File: src/rtl/bus_term_pkg.sv
// shared constants and carriers for the bus cycle termination block
package bus_term_pkg;

   // -----------------------------------------------------------------
   // vector numbers
   // -----------------------------------------------------------------
   localparam logic [7:0] AUTOVEC_BASE = 8'h18;   // level plus this
   localparam logic [7:0] SPURIOUS_VEC = 8'h18;   // spurious interrupt

   // -----------------------------------------------------------------
   // timing counts
   // -----------------------------------------------------------------
   localparam logic [1:0] LATE_GAP = 2'h2;        // states to late sample

   // -----------------------------------------------------------------
   // types
   // -----------------------------------------------------------------
   typedef enum logic [2:0] {
      TERM_NONE,
      TERM_NORMAL,
      TERM_HALT,
      TERM_BUS_ERROR_IN,
      TERM_RETRY
   } term_e;

   // one sampled set of termination inputs
   typedef struct packed {
      logic ack;     // any data_size_ack line asserted
      logic autovector_request;    // autovector_request asserted
      logic bus_error_in;    // bus_error_in asserted
      logic halt;    // halt asserted
   } term_in_s;

   // cycle descriptor kept for retry
   typedef struct packed {
      logic [23:0] addr;
      logic [2:0] fc;
      logic [1:0] size;
      logic rw;
   } cyc_s;

endpackage : bus_term_pkg

File: src/rtl/bus_cycle_termination_logic.sv
// termination, exception and autovector logic for the external bus
`timescale 1ns/1ps
`default_nettype none

module bus_cycle_termination_logic
   import bus_term_pkg::*;
(
   // clock and reset
   input wire logic clk,
   input wire logic rst,
   // cycle requests from the core side
   input wire logic cyc_start,
   input wire cyc_s cyc_info,
   input wire logic iack_cycle,
   input wire logic [2:0] iack_level,
   input wire logic iack_cs_autovec,
   input wire logic iack_timeout,
   input wire logic prefetch,
   input wire logic prefetch_used,
   input wire logic flow_change,
   input wire logic even_state,
   // pins from outside, active low except data_in
   input wire logic [1:0] data_size_ack_n,
   input wire logic autovector_request_n,
   input wire logic bus_error_in_n,
   input wire logic halt_n,
   input wire logic [7:0] data_in,
   // results to the core side
   output logic address_strobe,
   output cyc_s bus_cyc,
   output logic cyc_done,
   output term_e term_kind,
   output logic bus_error_in_exception,
   output logic data_suspect,
   output logic [7:0] vector_out,
   output logic vector_valid,
   output logic bus_stopped
);

   // -----------------------------------------------------------------
   // pin synchronisers
   // -----------------------------------------------------------------
   logic [4:0] sync1_q; // first stage, read only by second stage
   logic [4:0] sync2_q; // safe samples
   // pins may change at any time; two stages before use
   always_ff @(posedge clk)
   begin
      if (rst)
      begin
         sync1_q <= 5'h1F;
         sync2_q <= 5'h1F;
      end
      else
      begin
         sync1_q <= {data_size_ack_n, autovector_request_n,
                     bus_error_in_n, halt_n};
         sync2_q <= sync1_q;
      end
   end

   // -----------------------------------------------------------------
   // decoded inputs
   // -----------------------------------------------------------------
   term_in_s now; // current sample, active high
   assign now.ack = ~(sync2_q[4] & sync2_q[3]);
   assign now.autovector_request = ~sync2_q[2] | (iack_cycle & iack_cs_autovec);
   assign now.bus_error_in = ~sync2_q[1] | (iack_cycle & iack_timeout);
   assign now.halt = ~sync2_q[0];

   // -----------------------------------------------------------------
   // cycle state
   // -----------------------------------------------------------------
   typedef enum {ST_IDLE, ST_WAIT, ST_LATE, ST_HALTED, ST_RETRY} st_e;
   st_e st_q;
   cyc_s cyc_q; // held access info for rerun
   logic iack_q; // current cycle is an acknowledge
   logic [2:0] lvl_q; // pending interrupt level
   logic pf_q; // current cycle is a prefetch
   logic pf_err_q; // deferred prefetch error
   logic [1:0] gap_q; // even states left to late sample
   logic autovector_request_hit_q; // acknowledge ended by autovector
   logic [7:0] vec_q; // latched vector

   // -----------------------------------------------------------------
   // termination resolution
   // -----------------------------------------------------------------
   wire first_any = now.ack | now.autovector_request | now.bus_error_in;
   wire is_retry = now.bus_error_in & now.halt;
   wire is_bus_error_in = now.bus_error_in & ~now.halt;
   wire is_halt = now.halt & ~now.bus_error_in & (now.ack | now.autovector_request);
   wire is_norm = (now.ack | now.autovector_request) & ~now.halt;
   term_e first_kind;
   // retry before error before halt before normal
   assign first_kind = is_retry ? TERM_RETRY :
                       is_bus_error_in ? TERM_BUS_ERROR_IN :
                       is_halt ? TERM_HALT :
                       is_norm ? TERM_NORMAL : TERM_NONE;
   // late sample: error alone or with halt upgrades the end
   term_e late_kind;
   assign late_kind = is_retry ? TERM_RETRY :
                      is_bus_error_in ? TERM_BUS_ERROR_IN : TERM_NONE;
   // strobe must already be out: answers left over from the cycle before
   // are still in the synchroniser when a new cycle enters the wait state
   wire sample_n = even_state & (st_q == ST_WAIT) & address_strobe
                   & first_any;
   wire sample_late = even_state & (st_q == ST_LATE) & (gap_q == 2'h1);
   wire [7:0] auto_vec = AUTOVEC_BASE + {5'h00, lvl_q};

   // -----------------------------------------------------------------
   // main sequencer
   // -----------------------------------------------------------------
   term_e pend_q; // kind found at sample N
   always_ff @(posedge clk)
   begin
      if (rst)
      begin
         st_q <= ST_IDLE;
         cyc_q <= '0;
         iack_q <= 1'b0;
         lvl_q <= 3'h0;
         pf_q <= 1'b0;
         gap_q <= 2'h0;
         pend_q <= TERM_NONE;
         autovector_request_hit_q <= 1'b0;
      end
      else
      begin
         case (st_q)
            // new cycle accepted only while idle
            ST_IDLE:
            begin
               if (cyc_start)
               begin
                  cyc_q <= cyc_info;
                  iack_q <= iack_cycle;
                  lvl_q <= iack_level;
                  pf_q <= prefetch;
                  st_q <= ST_WAIT;
               end
            end
            // first qualifying even-state sample
            ST_WAIT:
            begin
               if (sample_n)
               begin
                  pend_q <= first_kind;
                  autovector_request_hit_q <= now.autovector_request & ~now.ack;
                  gap_q <= LATE_GAP;
                  st_q <= ST_LATE;
               end
            end
            // second look two even states later
            ST_LATE:
            begin
               if (even_state)
                  gap_q <= gap_q - 2'h1;
               if (sample_late)
               begin
                  if (late_kind != TERM_NONE)
                     pend_q <= late_kind;
                  if (late_kind == TERM_RETRY || (late_kind == TERM_NONE
                      && (pend_q == TERM_RETRY || pend_q == TERM_HALT)))
                     st_q <= (late_kind == TERM_RETRY
                              || pend_q == TERM_RETRY)
                             ? ST_RETRY : ST_HALTED;
                  else
                     st_q <= ST_IDLE;
               end
            end
            // bus stopped until halt released
            ST_HALTED:
            begin
               if (!now.halt)
                  st_q <= ST_IDLE;
            end
            // wait for both released, then rerun same cycle
            ST_RETRY:
            begin
               if (!now.halt && !now.bus_error_in)
                  st_q <= ST_WAIT;
            end
            default:
               st_q <= ST_IDLE;
         endcase
      end
   end

   // -----------------------------------------------------------------
   // results and outputs, all registered
   // -----------------------------------------------------------------
   wire end_now = sample_late;
   term_e fin_kind;
   assign fin_kind = (late_kind != TERM_NONE) ? late_kind : pend_q;
   wire spurious = iack_q & (fin_kind == TERM_BUS_ERROR_IN);
   // prefetch errors wait for use; flow change discards them
   always_ff @(posedge clk)
   begin
      if (rst)
      begin
         address_strobe <= 1'b0;
         bus_cyc <= '0;
         cyc_done <= 1'b0;
         term_kind <= TERM_NONE;
         bus_error_in_exception <= 1'b0;
         data_suspect <= 1'b0;
         vec_q <= 8'h00;
         vector_out <= 8'h00;
         vector_valid <= 1'b0;
         bus_stopped <= 1'b0;
         pf_err_q <= 1'b0;
      end
      else
      begin
         // strobe drops the same way for every ending
         address_strobe <= (st_q == ST_WAIT) || (st_q == ST_LATE
                           && !end_now);
         bus_cyc <= cyc_q;
         if (iack_q)
            bus_cyc.addr[3:1] <= lvl_q;
         cyc_done <= end_now;
         if (end_now)
            term_kind <= fin_kind;
         data_suspect <= end_now & (fin_kind == TERM_BUS_ERROR_IN) & now.ack;
         vector_valid <= end_now & iack_q & (fin_kind == TERM_NORMAL
                         || fin_kind == TERM_HALT || spurious);
         if (end_now && iack_q)
            vec_q <= spurious ? SPURIOUS_VEC :
                     autovector_request_hit_q ? auto_vec : data_in;
         vector_out <= (end_now && iack_q)
                       ? (spurious ? SPURIOUS_VEC
                          : autovector_request_hit_q ? auto_vec : data_in) : vec_q;
         bus_error_in_exception <= (end_now & (fin_kind == TERM_BUS_ERROR_IN) & ~pf_q
                            & ~iack_q) | (pf_err_q & prefetch_used
                            & ~flow_change);
         if (end_now && pf_q && fin_kind == TERM_BUS_ERROR_IN)
            pf_err_q <= 1'b1;
         else if (flow_change || prefetch_used)
            pf_err_q <= 1'b0;
         bus_stopped <= (st_q == ST_HALTED) || (st_q == ST_RETRY);
      end
   end

endmodule : bus_cycle_termination_logic

`default_nettype wire

File: config.mk
export PLATFORM = sky130hd
export DESIGN_NAME = bus_cycle_termination_logic
export DESIGN_NICKNAME = d
export VERILOG_FILES = /design/src/rtl/bus_term_pkg.sv /design/src/rtl/bus_cycle_termination_logic.sv
export SDC_FILE = /design/constraint.sdc
export NUM_CORES = 1
export LEC_CHECK = 0
export CAP_MARGIN = 30
export CELL_PAD_IN_SITES_DETAIL_PLACEMENT = 0
export CELL_PAD_IN_SITES_GLOBAL_PLACEMENT = 2
export CORE_MARGIN = 2
export CORE_UTILIZATION = 41
export CTS_BUF_LIST = sky130_fd_sc_hd__clkbuf_4 sky130_fd_sc_hd__clkbuf_8
export CTS_CLUSTER_DIAMETER = 60
export CTS_CLUSTER_SIZE = 28
export DETAILED_ROUTE_END_ITERATION = 10
export DONT_BUFFER_PORTS = 1
export PLACE_DENSITY = 0.82
export SLEW_MARGIN = 5
export SYNTH_ARGS = -nofsm -noshare
export SYNTH_HDL_FRONTEND = slang
export SYNTH_SLANG_ARGS = --single-unit
File: constraint.sdc
create_clock -name clk -period 3.3 [get_ports clk]
set_input_delay 0.33 -clock clk [delete_from_list [all_inputs] [get_ports clk]]
set_output_delay 0.33 -clock clk [all_outputs]
set_load 0.005 [all_outputs]
==> run_results.csv <==
group,metric,value,unit
detailed_routing,drt_wl_total,7.790,mm
clock_network,clockBufferDepth,2,
job,drv_cap,0,
place,hpwl,5.095,mm
sta,max_slew.worst_pin.slew,0.8526,ns
synth,syn_area,0.003742,mm2
layout,multi_input_area,0.001543,mm2
sta,tns,0,ns
synth,synth_area_per_cell,9.061,um2
detailed_routing,drcViolationCount,0,
detailed_routing,postRouteAntennaNets,0,
sta,report.final.slew_viol_count,0,
clock_network,htree_levels,3,
layout,drive_gt1_share,8.621,%
synth,netlist.area_leader.share,54.56,%
pwr,leakagePower,1.443,nW
setup_path,worst_ep_arrival_time,2.30,ns
detailed_routing,drt_first_pass_iters,4,
place,placed_cells,495,
place,gp_congestion,0.7999,
die,die_area,0.009908,mm2
global_route,antenna_found_initial,0,
die,core-area,0.008806,mm2
clock_network,cts_root_buf,"clkbuf_8",
setup_path,required,3.60,ns
sta,fmax,0.5006,GHz
sta,timing.final.crit_period,1.998,ns
synth,synthTopCellsByArea,"dfxtp_1, nand2_1, a21oi_1",
layout,final-seq-area,0.002042,mm2
global_route,grt_max_degree,91,
die,num_rows,34,
setup_path,start_kind,"flop",
clock_network,post_cts_resized,0,
pwr,powerDensity,689.4,mW/mm2
synth,ys_types,49,
clock_network,clock_sinks,102,
layout,nFillCells,902,
die,initial_utilization,42.50,%
global_route,grt_pass1_vias,2534,
worst_hold_path,hp-class,"in2reg",
detailed_routing,drt_iter0_markers,88,
sta,setup_violations,0,
layout,areaGrowthSynthToFinish,7.322,%
die,die-width,99.54,um
setup_path,end_kind,"flop",
setup_path,crit_type,"reg2reg",
outcome,status,"completed",
synth,synth_common_cells,"dfxtp_1, nand2_1, a21oi_1",
die,dieHeight,99.54,um
synth,synth_warnings,0,
synth,yosysMostFrequentCell,"dfxtp_1",
layout,antennaDiodeCount,0,
synth,ys_seq_elements,102,
synth,yosys.area.top_type,"dfxtp_1",
place,io_buffers,0,
clock_network,clock_latency,0.37,ns
clock_network,cts_tree,"done",
pwr,ir_drop,0.2259,mV
global_route,grt_overflow,0,
sta,hold_viol_final,0,
setup_path,path_max_fanout,14,
global_route,grt_pass1_wl,12.63,mm
synth,async_reset_ff_share,0,%
die,ios,103,
layout,final_cells,514,
clock_network,cts_buffers,9,
clock_network,clkTransAtPathRegs,0.11,ns
synth,synth-edff-count,0,
synth,synth_nets,470,
detailed_routing,viasPerCell,5.196,
sta,clock_skew,0.01768,ns
setup_path,r2r_slack,1.30,ns
synth,synth-seq-area-share,54.56,%
layout,nets,458,
sta,relSlewSlack,42.72,%
detailed_routing,wl_per_cell,15.16,um
sta,period_share,60.53,%
synth,synthFlopType,"dfxtp_1",
synth,syn_inst,413,
sta,rsz0062_at_grt,"no",
global_route,track_usage,16.01,%
detailed_routing,num_vias,2671,
## final timing paths
path	startpoint	endpoint	cells after the start
max	st_q[1]	vec_q[2]	4
min	rst	bus_cyc[17]	1
max reg2reg	st_q[1]	vec_q[2]	4
min reg2reg	sync1_q[0]	sync2_q[0]	1
## flip-flops by register name (all words and copies together) (netlist names), 2 cells and up
signal,flops
bus_cyc,30
cyc_q,30
gap_q,2
lvl_q,3
pend_q,3
st_q,3
sync1_q,5
sync2_q,5
term_kind,3
vec_q,8
## cell usage in the layout (no fill, tap or decap), types with 4 or more instances in the layout
cell type  instances
a211oi_1           6
a21oi_1           46
and2_1             5
clkbuf_8           9
dfxtp_1          102
inv_1              9
mux2i_1            8
nand2_1           83
nand2b_1           4
nand3_1            4
nand3b_1           5
nor2_1            20
nor2b_1           30
nor3_1             6
o21ai_0            4
or2_2             10
or4_1              4
## metrics by stage
step | instance area, um2 | total power, mW | setup WS [ns] | hold WS, ns | util, %
after floorplan | 3742 | 1.911 | 1.720 | 0.3895 | -
after global placement | 3781 | 1.991 | 1.360 | 0.3914 | 42.94
after detailed placement | 3781 | 2.001 | 1.325 | 0.3945 | 42.94
after CTS | 4016 | 2.817 | 1.297 | 0.0004837 | 45.61
after global routing | 4016 | 2.951 | 1.146 | 0.0002841 | 45.61
final | 4016 | 2.769 | 1.302 | 0.02338 | 45.61
## worst max-delay path: stages (launching register included)
cell and delay (ns):
dfxtp_1 0.53, nor3b_4 0.47, nand3_4 0.23, or4_1 0.56
a21oi_1 0.15
## logic make-up after synthesis
group,count (synthesis),synth area share (%)
AND/OR/NAND/NOR,183,24.98
flip-flops,102,54.56
AO/OA/AOI/OAI,82,13.77
adder cells (fa/ha/maj),1,0.3343
buffers and inverters,37,4.213
multiplexers,8,2.140
## repair_timing
item / in CTS / in global routing
buffers inserted: 0 / 0
setup endpoints to repair: 0 / 0
endpoints found under the hold margin: 12 / 0
hold buffers: 3 / 0
## area by class of cell
type | count | area share, %
flip-flops and latches | 102 | 50.84
multi-input cells | 274 | 38.41
well taps | 108 | 3.364
clock buffers | 9 | 3.084
clock inverters | 7 | 2.025
repair buffers | 5 | 1.433
inverters | 9 | 0.8411
## per-layer routing
| layer | track usage, % | share of wire, % |
|---|---|---|
| met1 | 21.37 | 48 |
| met2 | 24.58 | 45 |
| met3 | 4.498 | 5.7 |
| met4 | 6.322 | 1.5 |
| met5 | 0 | 0 |
## power by group
group | total (mW) | switching [mW] | internal [mW]
clock | 0.802 | 0.492 | 0.310
sequential | 1.49 | 0.108 | 1.38
combinational | 0.481 | 0.275 | 0.206
(Power assumes the default switching activity.)
